[config.mk]
export PLATFORM = sky130hd
export DESIGN_NAME = mcalog_logger
export DESIGN_NICKNAME = d
export VERILOG_FILES = /design/src/mcalog_pkg.sv /design/src/mcalog_encoder.sv /design/src/mcalog_logger.sv
export VERILOG_INCLUDE_DIRS = /design/src
export SDC_FILE = /design/constraint.sdc
export NUM_CORES = 1
export LEC_CHECK = 0
export ABC_AREA = 1
export BUFFER_PORTS_ARGS = -buffer_cell sky130_fd_sc_hd__buf_2
export CAP_MARGIN = 10
export CORE_AREA = 2 2 138 140
export DETAILED_ROUTE_END_ITERATION = 7
export DIE_AREA = 0 0 140 142
export PLACE_DENSITY_LB_ADDON = 0.2
export SYNTH_ARGS = -nofsm -noshare
export SYNTH_HDL_FRONTEND = slang
export SYNTH_SLANG_ARGS = --single-unit
[constraint.sdc]
create_clock -name core_clk -period 1.85 [get_ports core_clk]
set_input_delay 0.0925 -clock core_clk [delete_from_list [all_inputs] [get_ports core_clk]]
set_output_delay 0.0925 -clock core_clk [all_outputs]
set_load 0.05 [all_outputs]
[src/mcalog_regs.svh]
// Overview of operation
// - Internal error logs type code 0000_0100_0000_0000 in bits 15:0.
// - Bus or interconnect error logs type code 0000_1110_0000_1111 in bits 15:0.
// - Reserved bus type patterns are never emitted; only the two codes appear.
// - Detailed model-specific information sits in bits 31:16, meaning set by type.
// - Bits 56:32 hold a correctable event count, zero-extended.
// - Bus error sets bit 16 on request phase parity error.
// - Bus error sets bit 20 on hard-failure response to a local transaction.
// - Bus error sets bit 21 on response field parity error.
// - Bus error sets bit 22 on inbound data parity error.
// - Inclusion error codes 0x0001, 0x0002, 0x000A for cores 0, 1, 2.
// - Write-exclusive codes 0x0003, 0x0004, 0x000B for cores 0, 1, 2.
// - Front side bus inclusion 0x0005, snoop stall 0x0006, write stall 0x0007.
// - Arbitration timeout 0x0008; internal timeout 0x0200 or 0x0300.
// - Protection queue full or disabled-ways overflow logs 0x0400.
// - Quiet-cycle timeout logs 0x0500 and counts as correctable.
// - Correctable outgoing ECC: 0xC002, 0xC004, 0xC008 for cores 0, 1, 2.
// - Uncorrectable outgoing ECC: 0xE002, 0xE004, 0xE008 for cores 0, 1, 2.
// - Bits 63:57 are validity indicators, kept apart from model-specific encoding.
`ifndef MCALOG_REGS_SVH
`define MCALOG_REGS_SVH

// ----------------------------------------
// Register offsets (byte addresses)
// ----------------------------------------
`define MCALOG_STATUS_LO_OFS   4'h0
`define MCALOG_STATUS_HI_OFS   4'h4
`define MCALOG_CTRL_OFS        4'h8
`define MCALOG_CNT_OFS         4'hC

// ----------------------------------------
// Field positions and codes
// ----------------------------------------
`define MCALOG_TYPE_INTERNAL   16'h0400
`define MCALOG_TYPE_BUS        16'h0E0F
`define MCALOG_BIT_REQ_PAR     16
`define MCALOG_BIT_HARD_FAIL   20
`define MCALOG_BIT_RSP_PAR     21
`define MCALOG_BIT_DATA_PAR    22
`define MCALOG_BIT_VALID       63
`define MCALOG_BIT_OVER        62
`define MCALOG_BIT_UC          61
`define MCALOG_BIT_EN          60
`define MCALOG_STATUS_RESET    64'h0000_0000_0000_0000
`define MCALOG_CTRL_RESET      32'h0000_0001

`endif

[src/mcalog_pkg.sv]
package mcalog_pkg;

  // Cache bus controller events, one per enumerated code
  typedef enum logic [4:0] {
    MCALOG_EV_INCL_C0, MCALOG_EV_INCL_C1, MCALOG_EV_INCL_C2,
    MCALOG_EV_WEX_C0, MCALOG_EV_WEX_C1, MCALOG_EV_WEX_C2,
    MCALOG_EV_FSB_INCL, MCALOG_EV_FSB_SNOOP, MCALOG_EV_FSB_WSTALL,
    MCALOG_EV_ARB_TMO, MCALOG_EV_INT_TMO_A, MCALOG_EV_INT_TMO_B,
    MCALOG_EV_QUEUE_FULL, MCALOG_EV_QUIET_TMO,
    MCALOG_EV_CECC_C0, MCALOG_EV_CECC_C1, MCALOG_EV_CECC_C2,
    MCALOG_EV_UECC_C0, MCALOG_EV_UECC_C1, MCALOG_EV_UECC_C2
  } mcalog_event_t;

  // Bus error flags from the detecting logic
  typedef struct packed {
    logic dataParity;
    logic respParity;
    logic hardFail;
    logic reqParity;
  } mcalog_bus_flags_t;

  // One cycle report from the detecting logic
  typedef struct packed {
    logic              busValid;
    mcalog_bus_flags_t busFlags;
    logic              intValid;
    mcalog_event_t     intEvent;
  } mcalog_report_t;

  // Encoded result of the encoder
  typedef struct packed {
    logic        valid;
    logic        correctable;
    logic [15:0] specific;
    logic [15:0] errType;
  } mcalog_code_t;

endpackage : mcalog_pkg

[src/mcalog_encoder.sv]
`timescale 1ns/1ps
`default_nettype none
`include "mcalog_regs.svh"

module mcalog_encoder (
  // Report in
  input  wire mcalog_pkg::mcalog_report_t report,
  // Code out
  output var  mcalog_pkg::mcalog_code_t   code
);

  logic [15:0] intCode;
  logic        intCorr;

  always_comb begin
    intCorr = 1'b0;
    unique case (report.intEvent)
      mcalog_pkg::MCALOG_EV_INCL_C0:    intCode = 16'h0001;
      mcalog_pkg::MCALOG_EV_INCL_C1:    intCode = 16'h0002;
      mcalog_pkg::MCALOG_EV_INCL_C2:    intCode = 16'h000A;
      mcalog_pkg::MCALOG_EV_WEX_C0:     intCode = 16'h0003;
      mcalog_pkg::MCALOG_EV_WEX_C1:     intCode = 16'h0004;
      mcalog_pkg::MCALOG_EV_WEX_C2:     intCode = 16'h000B;
      mcalog_pkg::MCALOG_EV_FSB_INCL:   intCode = 16'h0005;
      mcalog_pkg::MCALOG_EV_FSB_SNOOP:  intCode = 16'h0006;
      mcalog_pkg::MCALOG_EV_FSB_WSTALL: intCode = 16'h0007;
      mcalog_pkg::MCALOG_EV_ARB_TMO:    intCode = 16'h0008;
      mcalog_pkg::MCALOG_EV_INT_TMO_A:  intCode = 16'h0200;
      mcalog_pkg::MCALOG_EV_INT_TMO_B:  intCode = 16'h0300;
      mcalog_pkg::MCALOG_EV_QUEUE_FULL: intCode = 16'h0400;
      mcalog_pkg::MCALOG_EV_QUIET_TMO: begin
        intCode = 16'h0500;
        intCorr = 1'b1;
      end
      mcalog_pkg::MCALOG_EV_CECC_C0: begin
        intCode = 16'hC002;
        intCorr = 1'b1;
      end
      mcalog_pkg::MCALOG_EV_CECC_C1: begin
        intCode = 16'hC004;
        intCorr = 1'b1;
      end
      mcalog_pkg::MCALOG_EV_CECC_C2: begin
        intCode = 16'hC008;
        intCorr = 1'b1;
      end
      mcalog_pkg::MCALOG_EV_UECC_C0:    intCode = 16'hE002;
      mcalog_pkg::MCALOG_EV_UECC_C1:    intCode = 16'hE004;
      mcalog_pkg::MCALOG_EV_UECC_C2:    intCode = 16'hE008;
      // Illegal enum codes are dropped, never logged
      default:                          intCode = 16'h0000;
    endcase
  end

  // Bus errors take priority; internal only when a legal code exists
  always_comb begin
    code = '0;
    if (report.busValid) begin
      code.valid   = 1'b1;
      code.errType = `MCALOG_TYPE_BUS;
      code.specific[`MCALOG_BIT_REQ_PAR - 16]   = report.busFlags.reqParity;
      code.specific[`MCALOG_BIT_HARD_FAIL - 16] = report.busFlags.hardFail;
      code.specific[`MCALOG_BIT_RSP_PAR - 16]   = report.busFlags.respParity;
      code.specific[`MCALOG_BIT_DATA_PAR - 16]  = report.busFlags.dataParity;
    end else if (report.intValid && intCode != 16'h0000) begin
      code.valid       = 1'b1;
      code.errType     = `MCALOG_TYPE_INTERNAL;
      code.specific    = intCode;
      code.correctable = intCorr;
    end
  end

endmodule : mcalog_encoder
`default_nettype wire

[src/mcalog_logger.sv]
`timescale 1ns/1ps
`default_nettype none
`include "mcalog_regs.svh"

module mcalog_logger #(
  parameter int CNT_WIDTH = 15
) (
  // Clock and reset
  input  wire logic                        core_clk,
  input  wire logic                        rst_n,
  // Error report from detecting logic
  input  wire mcalog_pkg::mcalog_report_t  report,
  // Avalon-MM slave
  input  wire logic [3:0]                  avAddress,
  input  wire logic                        avRead,
  input  wire logic                        avWrite,
  input  wire logic [31:0]                 avWriteData,
  input  wire logic [3:0]                  avByteEnable,
  output logic [31:0]                      avReadData,
  output logic                             avWaitRequest,
  output logic [1:0]                       avResponse,
  // Status
  output logic                             errorLogged
);

  // ----------------------------------------
  // Encoder
  // ----------------------------------------
  mcalog_pkg::mcalog_code_t code;

  mcalog_encoder u_encoder (
    .report (report),
    .code   (code)
  );

  // ----------------------------------------
  // Bank status register
  // ----------------------------------------
  logic [63:0]          bankStatus;
  logic [31:0]          ctrl;
  logic [CNT_WIDTH-1:0] corrCount;
  logic [CNT_WIDTH-1:0] corrInc;
  logic                 logEnable;
  logic                 busy;
  logic                 doWrite;
  logic                 doRead;
  logic [31:0]          wrMask;
  logic [63:0]          next_bankStatus;
  logic                 swWriteLo;
  logic                 swWriteHi;

  assign logEnable = ctrl[0];
  assign doWrite   = avWrite && busy;
  assign doRead    = avRead && busy;
  assign swWriteLo = doWrite && avAddress == `MCALOG_STATUS_LO_OFS;
  assign swWriteHi = doWrite && avAddress == `MCALOG_STATUS_HI_OFS;
  // Saturating step shared by the counter and the status field, so both agree at the top
  assign corrInc   = (&corrCount) ? corrCount : corrCount + 1'b1;

  always_comb begin
    for (int i = 0; i < 4; i++) begin
      wrMask[i*8 +: 8] = {8{avByteEnable[i]}};
    end
  end

  always_comb begin
    next_bankStatus = bankStatus;
    if (swWriteLo) begin
      next_bankStatus[31:0] = (bankStatus[31:0] & ~wrMask) | (avWriteData & wrMask);
    end
    if (swWriteHi) begin
      next_bankStatus[63:32] = (bankStatus[63:32] & ~wrMask) | (avWriteData & wrMask);
    end
    // A hardware event wins over a software write in the same cycle
    if (code.valid && logEnable) begin
      if (next_bankStatus[`MCALOG_BIT_VALID]) begin
        next_bankStatus[`MCALOG_BIT_OVER] = 1'b1;
      end
      if (!next_bankStatus[`MCALOG_BIT_VALID] || !next_bankStatus[`MCALOG_BIT_UC]) begin
        next_bankStatus[15:0]  = code.errType;
        next_bankStatus[31:16] = code.specific;
      end
      next_bankStatus[`MCALOG_BIT_VALID] = 1'b1;
      next_bankStatus[`MCALOG_BIT_UC]    = next_bankStatus[`MCALOG_BIT_UC] | !code.correctable;
      next_bankStatus[`MCALOG_BIT_EN]    = 1'b1;
      next_bankStatus[56:32]             = {{(25 - CNT_WIDTH){1'b0}},
                                            (code.correctable ? corrInc : corrCount)};
    end
  end

  always_ff @(posedge core_clk or negedge rst_n) begin
    if (!rst_n) begin
      bankStatus <= `MCALOG_STATUS_RESET;
    end else begin
      bankStatus <= next_bankStatus;
    end
  end

  // Correctable counter saturates; a high-word status write clears it to zero, whatever data bits 56:32 take, unless a correctable event is logged then
  always_ff @(posedge core_clk or negedge rst_n) begin
    if (!rst_n) begin
      corrCount <= '0;
    end else if (code.valid && logEnable && code.correctable) begin
      corrCount <= corrInc;
    end else if (swWriteHi) begin
      corrCount <= CNT_WIDTH'(0);
    end
  end

  always_ff @(posedge core_clk or negedge rst_n) begin
    if (!rst_n) begin
      ctrl <= `MCALOG_CTRL_RESET;
    end else if (doWrite && avAddress == `MCALOG_CTRL_OFS) begin
      ctrl <= {31'h0000_0000, avWriteData[0] & avByteEnable[0] | ctrl[0] & !avByteEnable[0]};
    end
  end

  // ----------------------------------------
  // Avalon slave: one wait state per access
  // ----------------------------------------
  always_ff @(posedge core_clk or negedge rst_n) begin
    if (!rst_n) begin
      busy <= 1'b0;
    end else begin
      busy <= (avRead || avWrite) && !busy;
    end
  end

  always_ff @(posedge core_clk or negedge rst_n) begin
    if (!rst_n) begin
      avWaitRequest <= 1'b1;
    end else begin
      avWaitRequest <= !((avRead || avWrite) && !busy);
    end
  end

  always_ff @(posedge core_clk or negedge rst_n) begin
    if (!rst_n) begin
      avReadData <= 32'h0000_0000;
      avResponse <= 2'b00;
    end else if ((avRead || avWrite) && !busy) begin
      avResponse <= 2'b00;
      avReadData <= 32'h0000_0000;
      unique case (avAddress)
        `MCALOG_STATUS_LO_OFS: avReadData <= bankStatus[31:0];
        `MCALOG_STATUS_HI_OFS: avReadData <= bankStatus[63:32];
        `MCALOG_CTRL_OFS:      avReadData <= ctrl;
        `MCALOG_CNT_OFS:       avReadData <= {{(32 - CNT_WIDTH){1'b0}}, corrCount};
        default:               avResponse <= 2'b11;
      endcase
    end
  end

  always_ff @(posedge core_clk or negedge rst_n) begin
    if (!rst_n) begin
      errorLogged <= 1'b0;
    end else begin
      errorLogged <= next_bankStatus[`MCALOG_BIT_VALID];
    end
  end
endmodule : mcalog_logger
`default_nettype wire

==> impl_metrics.sql, run 1 <==
INSERT INTO impl_metrics (metric_group, metric, value, unit) VALUES
('timing', 'min_period', '1760', 'ps'),
('grt', 'largest_net_degree_at_the_start_of_global_routing', '43', ''),
('run_status', 'failing_checks', 'DRC', ''),
('floorplan', 'fp.dieH', '142', 'um'),
('layout', 'post_route_cells_drive_above_1_share', '0.187', ''),
('setup_path', 'rr_worst_depth', '6', ''),
('grt', 'grt_usage', '0.209', ''),
('yosys', 'synth.net_count', '932', ''),
('min_path', 'worstHoldPathType', 'in2reg', ''),
('clock_tree', 'clock_tree_from_tritoncts', 'yes', ''),
('setup_path', 'worstSetupEndpointType', 'register', ''),
('floorplan', 'die_x', '140', 'um'),
('place', 'gpl.final_weighted_congestion', '0.853', ''),
('setup_path', 'crit_path_max_incr_delay', '540', 'ps'),
('clock_tree', 'clock_tree.root_cell', 'sky130_fd_sc_hd__clkbuf_16', ''),
('power', 'total_switching_power', '0.00290', 'W'),
('yosys', 'yosys_most_used_dff', 'sky130_fd_sc_hd__dfrtp_1', ''),
('power', 'cellPowerDensity', '1100', 'nW/um2'),
('routing', 'drt_iter0_markers', '634', ''),
('clock_tree', 'numClockSinks', '115', ''),
('routing', 'highest_layer', 'met4', ''),
('yosys', 'count_of_different_cell_masters_after_synthesis', '35', ''),
('routing', 'drtPass1Iterations', '8', ''),
('timing', 'max_slew_margin', '0.618', ''),
('grt', 'gr-total-overflow', '0', ''),
('timing', 'max_freq', '0.569', 'GHz'),
('timing', 'tns', '0', 'ps'),
('job', 'cap_violations', '0', ''),
('place', 'portBuffers', '90', ''),
('routing', 'met2WireLength', '8690', 'um'),
('power', 'clock_power_share', '0.350', ''),
('timing', 'finalMaxSlewViolations', '0', ''),
('min_path', 'worst_hold_path.num_cells', '3', ''),
('yosys', 'ffs_w_async_s_r_synth', '1.00', ''),
('power', 'max_vdd_drop', '0.000503', 'V'),
('setup_path', 'worst-path-max-fanout', '22', ''),
('run_status', 'outcome', 'finished with violations', ''),
('place', 'dp_slack', '103', 'ps'),
('clock_tree', 'cts_buf_count', '17', ''),
('grt', 'grt_antenna_before_repair', '0', ''),
('setup_path', 'timing.critical_path.cells', 'dlygate4sd3_1 > buf_2 > nor2_2 > nand2_1 > nor2_4 > inv_2 > nor2_1 > a21oi_1 > o21ai_0', ''),
('power', 'comb_power_share', '0.247', ''),
('yosys', 'synthesis.instances', '876', ''),
('timing', 'fin_ws', '92.1', 'ps'),
('routing', 'drtAntennaViolNets', '0', ''),
('yosys', 'ys_seq_area_frac', '0.457', ''),
('yosys', 'ys_seq_elements', '115', ''),
('routing', 'drt_wl_total', '20100', 'um'),
('yosys', 'post_synthesis_mean_instance_area', '7.19', 'um2'),
('yosys', 'synth_enable_flop_cells', '0', ''),
('setup_path', 'critical-path-slowest-cell', 'sky130_fd_sc_hd__dlygate4sd3_1', ''),
('floorplan', 'floorplan.die_area', '19900', 'um2'),
('clock_tree', 'cts_max_level', '4', ''),
('grt', 'wire_length_of_the_first_global_routing_pass', '32300', 'um'),
('yosys', 'synthesis.yosys.warnings', '0', ''),
('timing', 'timing_worst_slew_pin_value', '572', 'ps'),
('clock_tree', 'clkTransAtPathRegs', '50', 'ps'),
('yosys', 'synth_top_cell_by_area', 'sky130_fd_sc_hd__dfrtp_1', ''),
('timing', 'finClkSkew', '8.82', 'ps'),
('floorplan', 'initial_utilization', '0.341', ''),
('routing', 'vias_per_cell', '4.98', ''),
('setup_path', 'critical_path.startpoint', 'avAddress[0]', ''),
('layout', 'number_of_diodes', '0', ''),
('routing', 'met3_wirelength', '1090', 'um'),
('routing', 'route.vias.total', '6185', ''),
('layout', 'design.final.nets', '1053', ''),
('timing', 'unrepaired_setup_endpoints_after_global_routing', 'false', ''),
('yosys', 'area_fraction_of_the_dominant_cell_type_after_synthesis', '0.449', ''),
('routing', 'drc', '9', ''),
('place', 'dp_hpwl', '14600', 'um'),
('power', 'power_leakage', '4.10', 'nW');
cells by family after synthesis:
logic type,count (synthesis),synth area share
AO/OA/AOI/OAI,148,0.127
XOR/XNOR,4,0.00556
adder cells (fa/ha/maj),1,0.00199
buffers and inverters,121,0.0795
flip-flops,115,0.457
AND/OR/NAND/NOR,487,0.329
power groups by stage:
stage / Clock, W / Combinational (W) / Sequential (W)
global placement: 0 / 0.00210 / 0.00352
detailed placement: 0 / 0.00210 / 0.00353
CTS: 0.00306 / 0.00213 / 0.00349
floorplan: 0 / 0.00122 / 0.00367
finish: 0.00302 / 0.00213 / 0.00349
global route: 0.00318 / 0.00242 / 0.00357
layout by cell type, fill, tap and decap left out, drive strengths merged, types with 12 or more instances in the layout:
cell type    instances
clkbuf              26
a21oi               36
o21ai               90
inv                 86
o22ai               12
buf                124
nand3               44
nor2                77
dfrtp              113
nand2              331
nand4               30
dlygate4sd3         12
final timing paths:
kind | endpoint | slack, ps
setup reg to reg | bankStatus[11]$_DFF_PN0_ | 150
hold / removal | bankStatus[20]$_DFF_PN0_ | 9
hold reg to reg | avReadData[25]$_DFFE_PN0P_ | 470
max in group asynchronous | avWaitRequest$_DFF_PN1_ | 950
min in group asynchronous | corrCount[7]$_DFFE_PN0P_ | 210
setup / recovery | bankStatus[11]$_DFF_PN0_ | 90
cell type report:
cell class | instances | area, um2
clock inverter | 5 | 52.6
timing repair buffer | 136 | 866
tap | 234 | 293
fill | 1888 | 10600
inverter | 87 | 329
sequential | 115 | 2880
clock buffer | 26 | 479
multi-input combinational | 640 | 2930
synthesized netlist by cell type, types with 2 or more instances:
cell type / n
sky130_fd_sc_hd__a21oi_1: 35
sky130_fd_sc_hd__a22o_1: 4
sky130_fd_sc_hd__buf_2: 11
sky130_fd_sc_hd__buf_4: 4
sky130_fd_sc_hd__buf_6: 2
sky130_fd_sc_hd__clkbuf_1: 16
sky130_fd_sc_hd__dfrtp_1: 113
sky130_fd_sc_hd__dfstp_2: 2
sky130_fd_sc_hd__inv_1: 80
sky130_fd_sc_hd__inv_2: 5
sky130_fd_sc_hd__nand2_1: 322
sky130_fd_sc_hd__nand2_2: 7
sky130_fd_sc_hd__nand2_4: 2
sky130_fd_sc_hd__nand3_1: 44
sky130_fd_sc_hd__nand4_1: 30
sky130_fd_sc_hd__nor2_1: 58
sky130_fd_sc_hd__nor2_2: 15
sky130_fd_sc_hd__nor2_4: 4
sky130_fd_sc_hd__nor3_1: 3
sky130_fd_sc_hd__o211ai_1: 2
sky130_fd_sc_hd__o21ai_0: 85
sky130_fd_sc_hd__o21ai_1: 5
sky130_fd_sc_hd__o22ai_1: 12
sky130_fd_sc_hd__xor2_1: 4
stage by stage:
step	hold slack [ps]	utilization	instances	power, W	instance area [um2]
after floorplan	-203	-	876	0.00489	6300
after global placement	124	0.388	1200	0.00562	7170
after detailed placement	123	0.388	1200	0.00562	7170
after CTS	2.17	0.424	1243	0.00867	7820
after global routing	5.19	0.424	1243	0.00917	7830
final	9.25	0.424	1243	0.00865	7830
routing by layer:
layer | GRT usage | vias up
li1 | - | 3071
met1 | 0.312 | 2871
met2 | 0.309 | 212
met3 | 0.0340 | 31
met4 | 0.0686 | 0
met5 | 0 | -
flip-flops by register name (all words and copies together), names as in the netlist, named ones only:
name           cells
avReadData        32
avResponse         1
avWaitRequest      1
bankStatus        61
busy               1
corrCount         15
worst max-delay path, delay by kind of cell:
| kind | cells | cell delay [ps] |
|---|---|---|
| AOI/OAI and AO/OA | 2 | 250 |
| buffers and inverters | 3 | 940 |
| and+or+nand+nor | 4 | 790 |
what timing repair did:
action / in CTS / in global routing
endpoints found under the hold margin: 46 / 0
setup endpoints to repair: 0 / 18
hold buffers: 12 / 0
gates resized for setup: 0 / 4
setup buffers: 0 / 0
(Power assumes the default switching activity.)
==> run 2: changes to the inputs <==
Settings changed: CORE_AREA 2 2 138 140 to 2 2 98 195, DIE_AREA 0 0 140 142 to 0 0 100 197, REMOVE_ABC_BUFFERS set to 1.
==> run 2 against run 1 <==
The flow now finishes without violations; core utilization up 1.0 points; maximum frequency up 2.4%; clock skew about the same; via count up 0.65%; flip-flop and latch count unchanged; count of clock-buffer cells in the layout down 4; wire length up 5.8%; critical path type unchanged; largest cell class unchanged.
==> impl_metrics.sql, run 2 (synthesized netlist as in run 1, its figures left out) <==
INSERT INTO impl_metrics (metric_group, metric, value, unit) VALUES
('setup_path', 'critical-path-top-delay-family', 'buffers and inverters', ''),
('timing', 'unrepaired_setup_endpoints_after_global_routing', 'false', ''),
('power', 'max_vdd_drop', '0.000493', 'V'),
('clock_tree', 'numClockSinks', '115', ''),
('timing', 'hold_violations', '0', ''),
('setup_path', 'worstSetupEndpointType', 'register', ''),
('clock_tree', 'clkTransAtPathRegs', '60', 'ps'),
('timing', 'tns', '0', 'ps'),
('routing', 'drtPass1Iterations', '5', ''),
('timing', 'finalMaxSlewViolations', '0', ''),
('layout', 'reg_top3', 'bankStatus: 61 flops, avReadData: 32 flops, corrCount: 15 flops', ''),
('layout', 'layout-area-overhead-vs-synth', '25.6', '%'),
('grt', 'number_of_global_route_vias_before_repair', '6512', ''),
('power', 'swShare', '0.327', ''),
('run_status', 'outcome', 'finished clean', ''),
('clock_tree', 'cts_buf_count', '17', ''),
('power', 'power.internal', '0.00621', 'W'),
('job', 'cap_violations', '0', ''),
('timing', 'final_min_period_over_clock_period', '0.928', ''),
('setup_path', 'crit_path_max_incr_delay', '530', 'ps'),
('routing', 'drc', '0', ''),
('floorplan', 'placeableCoreArea', '18200', 'um2'),
('layout', 'post_route_cells_drive_above_1_share', '0.193', ''),
('layout', 'area_occupied_by_multi_input_gates', '2930', 'um2'),
('setup_path', 'critical-path-slowest-cell', 'sky130_fd_sc_hd__dlygate4sd3_1', ''),
('floorplan', 'fp.dieH', '197', 'um'),
('setup_path', 'crit_arrival', '2010', 'ps'),
('power', 'power_leakage', '4.15', 'nW'),
('routing', 'route.detailed.wl_per_inst', '17.3', 'um'),
('timing', 'timing_worst_slew_pin_value', '643', 'ps'),
('setup_path', 'cp_data_required_time', '2140', 'ps'),
('place', 'gpl.final_weighted_congestion', '0.887', ''),
('floorplan', 'die_x', '100', 'um'),
('min_path', 'worstHoldPathType', 'in2reg', ''),
('power', 'clock_power_share', '0.391', ''),
('timing', 'finClkSkew', '8.51', 'ps'),
('layout', 'area_taken_by_flip_flops_and_latches', '2880', 'um2'),
('routing', 'route.vias.total', '6225', ''),
('floorplan', 'initial_utilization', '0.346', ''),
('clock_tree', 'clock_tree.root_cell', 'sky130_fd_sc_hd__clkbuf_16', ''),
('setup_path', 'worst_setup_path_start_kind', 'input pin', ''),
('setup_path', 'worstPathBufferInverterCount', '5', ''),
('grt', 'wire_length_of_the_first_global_routing_pass', '33900', 'um'),
('power', 'comb_power_share', '0.229', ''),
('routing', 'vias_per_cell', '5.08', ''),
('power', 'cellPowerDensity', '1170', 'nW/um2'),
('floorplan', 'num_io_pins', '91', ''),
('power', 'share_of_power_burned_in_registers', '0.380', ''),
('grt', 'grt_usage', '0.225', ''),
('floorplan', 'num_rows', '70', ''),
('setup_path', 'crit_top_cell', 'sky130_fd_sc_hd__nand2_1', ''),
('layout', 'design.final.nets', '1053', ''),
('timing', 'max_slew_margin', '0.570', ''),
('clock_tree', 'clock_tree.buffer_depth', '2', ''),
('clock_tree', 'clk-insertion-delay-late', '410', 'ps'),
('routing', 'drtAntennaViolNets', '0', ''),
('layout', 'num-fill-cells', '1962', ''),
('floorplan', 'floorplan.die_area', '19700', 'um2'),
('place', 'dp_hpwl', '15500', 'um'),
('timing', 'max_freq', '0.582', 'GHz'),
('setup_path', 'startpoint_to_endpoint_class_of_the_critical_path', 'in2reg', ''),
('place', 'portBuffers', '90', ''),
('setup_path', 'timing.critical_path.cells', 'dlygate4sd3_1 > buf_2 > inv_1 > nand2_1 > nor2_4 > nand2_4 > nand2_1 > nand2_1 > nand2_2 > nand2_4 > inv_4 > buf_4 > o21ai_0', ''),
('clock_tree', 'cts_max_level', '4', ''),
('layout', 'final_cell_mix', 'sky130_fd_sc_hd__nand2_1, sky130_fd_sc_hd__dfrtp_1, sky130_fd_sc_hd__buf_2', ''),
('timing', 'min_period', '1720', 'ps'),
('routing', 'drt_iter0_markers', '273', ''),
('routing', 'drt_wl_total', '21300', 'um'),
('layout', 'largest_register_ff_count', '61', ''),
('grt', 'largest_net_degree_at_the_start_of_global_routing', '57', ''),
('timing', 'finalSetupViolCount', '0', ''),
('setup_path', 'worst-path-max-fanout', '10', ''),
('grt', 'gr-total-overflow', '0', ''),
('clock_tree', 'clock_tree_from_tritoncts', 'yes', ''),
('layout', 'number_of_diodes', '0', ''),
('grt', 'grt_antenna_before_repair', '0', ''),
('layout', 'regMostFlops', 'bankStatus', ''),
('layout', 'mostFrequentLayoutCell', 'sky130_fd_sc_hd__nand2_1', ''),
('power', 'post-layout-total-power', '0.00922', 'W'),
('power', 'total_switching_power', '0.00301', 'W');
run 2: cell types whose count changed in the layout (fill, tap and decap cells not counted), sizes merged:
cell and change:
clkbuf -4, buf +1, dlygate4sd3 -1, clkinv +1, bufinv +3
run 2: worst paths after layout:
kind                                               to  cells past startpoint  slack, ps                       start
min in group asynchronous  avReadData[26]$_DFFE_PN0P_                      2        110                       rst_n
min                          bankStatus[16]$_DFF_PN0_                      5          9                   report[6]
max                          bankStatus[30]$_DFF_PN0_                     13        130                avAddress[0]
max in group asynchronous     avWaitRequest$_DFF_PN1_                      3       1050                       rst_n
min reg2reg                avReadData[18]$_DFFE_PN0P_                      2        470  avReadData[18]$_DFFE_PN0P_
max reg2reg                  bankStatus[30]$_DFF_PN0_                     10        200              busy$_DFF_PN0_
run 2: area by class of cell:
| cell class | count | share of cell area |
|---|---|---|
| Multi-Input combinational cell | 640 | 0.371 |
| Sequential cell | 115 | 0.364 |
| Timing Repair Buffer | 136 | 0.109 |
| Clock buffer | 22 | 0.0612 |
| Inverter | 87 | 0.0416 |
| Tap cell | 216 | 0.0342 |
| Clock inverter | 9 | 0.0191 |
run 2: stage by stage:
step / hold slack (ps) / setup WS (ps) / std cells / util / cell area, um2
3_5_place_dp: -3.44 / 70.0 / 1183 / 0.393 / 7150
6_report: 9.17 / 133 / 1225 / 0.434 / 7910
5_1_grt: 44.7 / 5.47 / 1225 / 0.434 / 7910
3_3_place_gp: -8.93 / 120 / 1183 / 0.393 / 7150
4_1_cts: 16.5 / 61.4 / 1225 / 0.433 / 7900
2_1_floorplan: -203 / -214 / 842 / - / 6130
run 2: repair_timing:
action                                  in CTS  in global routing
hold buffers                                11                  0
setup buffers                                0                  0
gates resized for setup                      0                  4
hold endpoints to repair                   121                  0
endpoints found under the setup margin       0                  9
run 2: metal layers:
layer / wire length, um / GRT usage
met5: 0 / 0
met4: 703 / 0.104
met3: 611 / 0.0294
met2: 12100 / 0.432
met1: 7850 / 0.237
run 2: power groups by stage:
stage	logic, W	clock network (W)	registers (W)
2_1_floorplan	0.00113	0	0.00369
3_3_place_gp	0.00206	0	0.00354
3_5_place_dp	0.00208	0	0.00353
4_1_cts	0.00211	0.00363	0.00350
5_1_grt	0.00238	0.00373	0.00358
6_report	0.00211	0.00361	0.00350
run 2: worst register-to-register path, stage by stage, from the launching register on:
cell and delay, ps:
sky130_fd_sc_hd__dfrtp_1 340, sky130_fd_sc_hd__nand2_1 140, sky130_fd_sc_hd__inv_1 160, sky130_fd_sc_hd__nand2_4 90, sky130_fd_sc_hd__nand2_1 80, sky130_fd_sc_hd__nand2_1 80, sky130_fd_sc_hd__nand2_2 100, sky130_fd_sc_hd__nand2_4 60
sky130_fd_sc_hd__inv_4 140, sky130_fd_sc_hd__buf_4 240, sky130_fd_sc_hd__o21ai_0 110
==> run 3: changes to the inputs <==
Settings changed: PLACE_DENSITY set to 0.59, PLACE_DENSITY_LB_ADDON 0.2 to not set.
==> run 3 against run 2 <==
Sequential power is essentially flat; clock skew shrank 2.0 ps; worst hold slack about the same; critical path depth shrank 5; sequential share of layout area increased by 0.29 points; core utilization shrank 0.34 points; global-route usage is 0.56 points lower; setup slack better by 24 ps; combinational power about the same; power fell by 3.8%; final area shrank 0.79%; flip-flop and latch count unchanged; largest cell class unchanged.
==> impl_metrics.sql, run 3 (synthesized netlist as in run 1, its figures left out) <==
INSERT INTO impl_metrics (metric_group, metric, value, unit) VALUES
('run_status', 'outcome', 'finished clean', ''),
('grt', 'gr-total-overflow', '0', ''),
('routing', 'drt_wl_total', '20800', 'um'),
('grt', 'wire_length_of_the_first_global_routing_pass', '32800', 'um'),
('setup_path', 'critical-path-slowest-cell', 'sky130_fd_sc_hd__dlygate4sd3_1', ''),
('power', 'cellPowerDensity', '1130', 'nW/um2'),
('setup_path', 'startpoint_to_endpoint_class_of_the_critical_path', 'in2reg', ''),
('clock_tree', 'numClockSinks', '115', ''),
('layout', 'design.final.nets', '1050', ''),
('clock_tree', 'cts_buf_count', '17', ''),
('timing', 'final_min_period_over_clock_period', '0.915', ''),
('timing', 'max_slew_margin', '0.556', ''),
('routing', 'met3_wirelength', '815', 'um'),
('setup_path', 'crit_path_max_incr_delay', '530', 'ps'),
('clock_tree', 'clkTransAtPathRegs', '50', 'ps'),
('timing', 'unrepaired_setup_endpoints_after_global_routing', 'false', ''),
('place', 'place_inst', '1182', ''),
('setup_path', 'rr_worst_depth', '7', ''),
('timing', 'finalSetupViolCount', '0', ''),
('layout', 'finish.cell_count_without_fillers', '1222', ''),
('setup_path', 'crit_top_cell', 'sky130_fd_sc_hd__nand2_2', ''),
('timing', 'max_freq', '0.591', 'GHz'),
('grt', 'grt_antenna_before_repair', '0', ''),
('layout', 'reg_top3', 'bankStatus: 61 flops, avReadData: 32 flops, corrCount: 15 flops', ''),
('floorplan', 'die_x', '100', 'um'),
('timing', 'finClkSkew', '6.47', 'ps'),
('layout', 'largest_register_ff_count', '61', ''),
('routing', 'highest_layer', 'met4', ''),
('floorplan', 'placeableCoreArea', '18200', 'um2'),
('routing', 'met2WireLength', '11900', 'um'),
('place', 'post_dp_cell_area', '7170', 'um2'),
('place', 'dp_hpwl', '15200', 'um'),
('routing', 'drtPass1Iterations', '5', ''),
('min_path', 'hold_path_startpoint', 'report[6]', ''),
('clock_tree', 'clock_tree.buffer_depth', '2', ''),
('clock_tree', 'clock_tree_from_tritoncts', 'yes', ''),
('grt', 'number_of_global_route_vias_before_repair', '6491', ''),
('routing', 'wirelength_met1', '7470', 'um'),
('power', 'max_vdd_drop', '0.000463', 'V'),
('setup_path', 'worst-path-max-fanout', '10', ''),
('layout', 'final_cell_mix', 'sky130_fd_sc_hd__nand2_1, sky130_fd_sc_hd__dfrtp_1, sky130_fd_sc_hd__buf_2', ''),
('setup_path', 'critical_path.reg2reg.endpoint', 'bankStatus[49]$_DFFE_PN0P_', ''),
('layout', 'number_of_diodes', '0', ''),
('min_path', 'worst_hold_path.num_cells', '5', ''),
('min_path', 'worstHoldPathType', 'in2reg', ''),
('routing', 'drtAntennaViolNets', '0', ''),
('floorplan', 'num_io_pins', '91', ''),
('job', 'cap_violations', '0', ''),
('layout', 'finish.instance_area', '7850', 'um2'),
('power', 'power_leakage', '4.12', 'nW'),
('setup_path', 'timing.critical_path.cells', 'dlygate4sd3_1 > buf_2 > inv_1 > nand3_1 > nor2_4 > nand2_2 > nand2_2 > o21ai_0', ''),
('layout', 'layout-area-overhead-vs-synth', '24.6', '%'),
('clock_tree', 'postCtsSetupBuffers', '0', ''),
('routing', 'drt_iter0_markers', '383', ''),
('layout', 'mostFrequentLayoutCell', 'sky130_fd_sc_hd__nand2_1', ''),
('place', 'portBuffers', '90', ''),
('setup_path', 'crit_arrival', '1960', 'ps'),
('min_path', 'worst_hold_path.endpoint', 'bankStatus[16]$_DFF_PN0_', ''),
('floorplan', 'fp.dieH', '197', 'um'),
('clock_tree', 'cts_max_level', '4', ''),
('clock_tree', 'clock_tree.root_cell', 'sky130_fd_sc_hd__clkbuf_16', ''),
('clock_tree', 'clk-insertion-delay-late', '420', 'ps'),
('timing', 'hold_violations', '0', ''),
('setup_path', 'cp_data_required_time', '2120', 'ps'),
('routing', 'vias_per_cell', '5.14', ''),
('timing', 'min_period', '1690', 'ps'),
('floorplan', 'floorplan.die_area', '19700', 'um2'),
('setup_path', 'r2r-start', 'busy$_DFF_PN0_', ''),
('floorplan', 'num_rows', '70', ''),
('grt', 'grt_usage', '0.220', ''),
('setup_path', 'worst_setup_path_start_kind', 'input pin', ''),
('layout', 'regMostFlops', 'bankStatus', ''),
('place', 'gpl.final_weighted_congestion', '0.861', ''),
('layout', 'post_route_cells_drive_above_1_share', '0.190', ''),
('setup_path', 'worstSetupEndpointType', 'register', ''),
('routing', 'drc', '0', ''),
('timing', 'timing_worst_slew_pin_value', '664', 'ps'),
('floorplan', 'initial_utilization', '0.346', ''),
('timing', 'whs', '9.38', 'ps'),
('routing', 'route.detailed.wl_per_inst', '17.0', 'um'),
('grt', 'largest_net_degree_at_the_start_of_global_routing', '35', ''),
('routing', 'route.vias.total', '6279', ''),
('setup_path', 'reg_to_reg_setup_timing_slack', '220', 'ps'),
('timing', 'finalMaxSlewViolations', '0', '');
==> run 3: changes by cell type in the layout (fill, tap and decap cells not counted), sizes merged <==
cell,delta
clkinv,-2
buf,-1
bufinv,-3
clkbuf,+6
clkinvlp,-1
dlygate4sd3,-2
==> run 3: worst max-delay path by stage <==
| stage | from | endpoint | slack (ps) | depth (start not counted) |
|---|---|---|---|---|
| 6_report | report[10] | corrCount[3]$_DFFE_PN0P_ | 160 | 8 |
| 5_1_grt | corrCount[1]$_DFFE_PN0P_ | bankStatus[33]$_DFFE_PN0P_ | 20 | 10 |
| 3_3_place_gp | corrCount[0]$_DFFE_PN0P_ | corrCount[3]$_DFFE_PN0P_ | 140 | 9 |
| 4_1_cts | corrCount[0]$_DFFE_PN0P_ | corrCount[3]$_DFFE_PN0P_ | 120 | 9 |
| 2_1_floorplan | busy$_DFF_PN0_ | avReadData[10]$_DFFE_PN0P_ | -210 | 4 |
| 3_5_place_dp | corrCount[0]$_DFFE_PN0P_ | corrCount[3]$_DFFE_PN0P_ | 140 | 9 |
==> run 3: through the flow <==
step           power (W)  setup TNS, ps  worst slack (ps)  utilization
2_1_floorplan    0.00483          -6150              -214            -
3_3_place_gp     0.00560              0               137        0.393
3_5_place_dp     0.00562              0               142        0.393
4_1_cts          0.00891              0               121        0.431
5_1_grt          0.00937              0              22.6        0.431
6_report         0.00887              0               157        0.431
==> run 3: layout make-up <==
class,instances,area (um2)
Sequential cell,115,2880
Inverter,87,329
Clock inverter,3,40.0
Timing Repair Buffer,133,861
Tap cell,216,270
Multi-Input combinational cell,640,2920
Clock buffer,28,547
Fill cell,1980,10400
==> run 3: per-layer routing <==
metal,vias up,GRT usage
met5,-,0
met4,0,0.0934
met3,39,0.0422
met2,162,0.426
met1,3015,0.222
li1,3063,-
==> run 3: worst max-delay path, delay by kind of cell <==
kind / cells / cell delay (ps)
buf+inv: 3 / 890
compound gates: 1 / 160
simple gates: 4 / 810
==> run 3: report_power, final <==
group	switching, W	internal, W
combinational	0.00138	0.000730
clock	0.00113	0.00212
sequential	0.000409	0.00310
total	0.00292	0.00595
==> run 3: repair_timing <==
action	CTS	global route
gates resized for setup	0	2
hold endpoints to repair	37	0
endpoints found under the setup margin	0	9
hold buffers	9	0
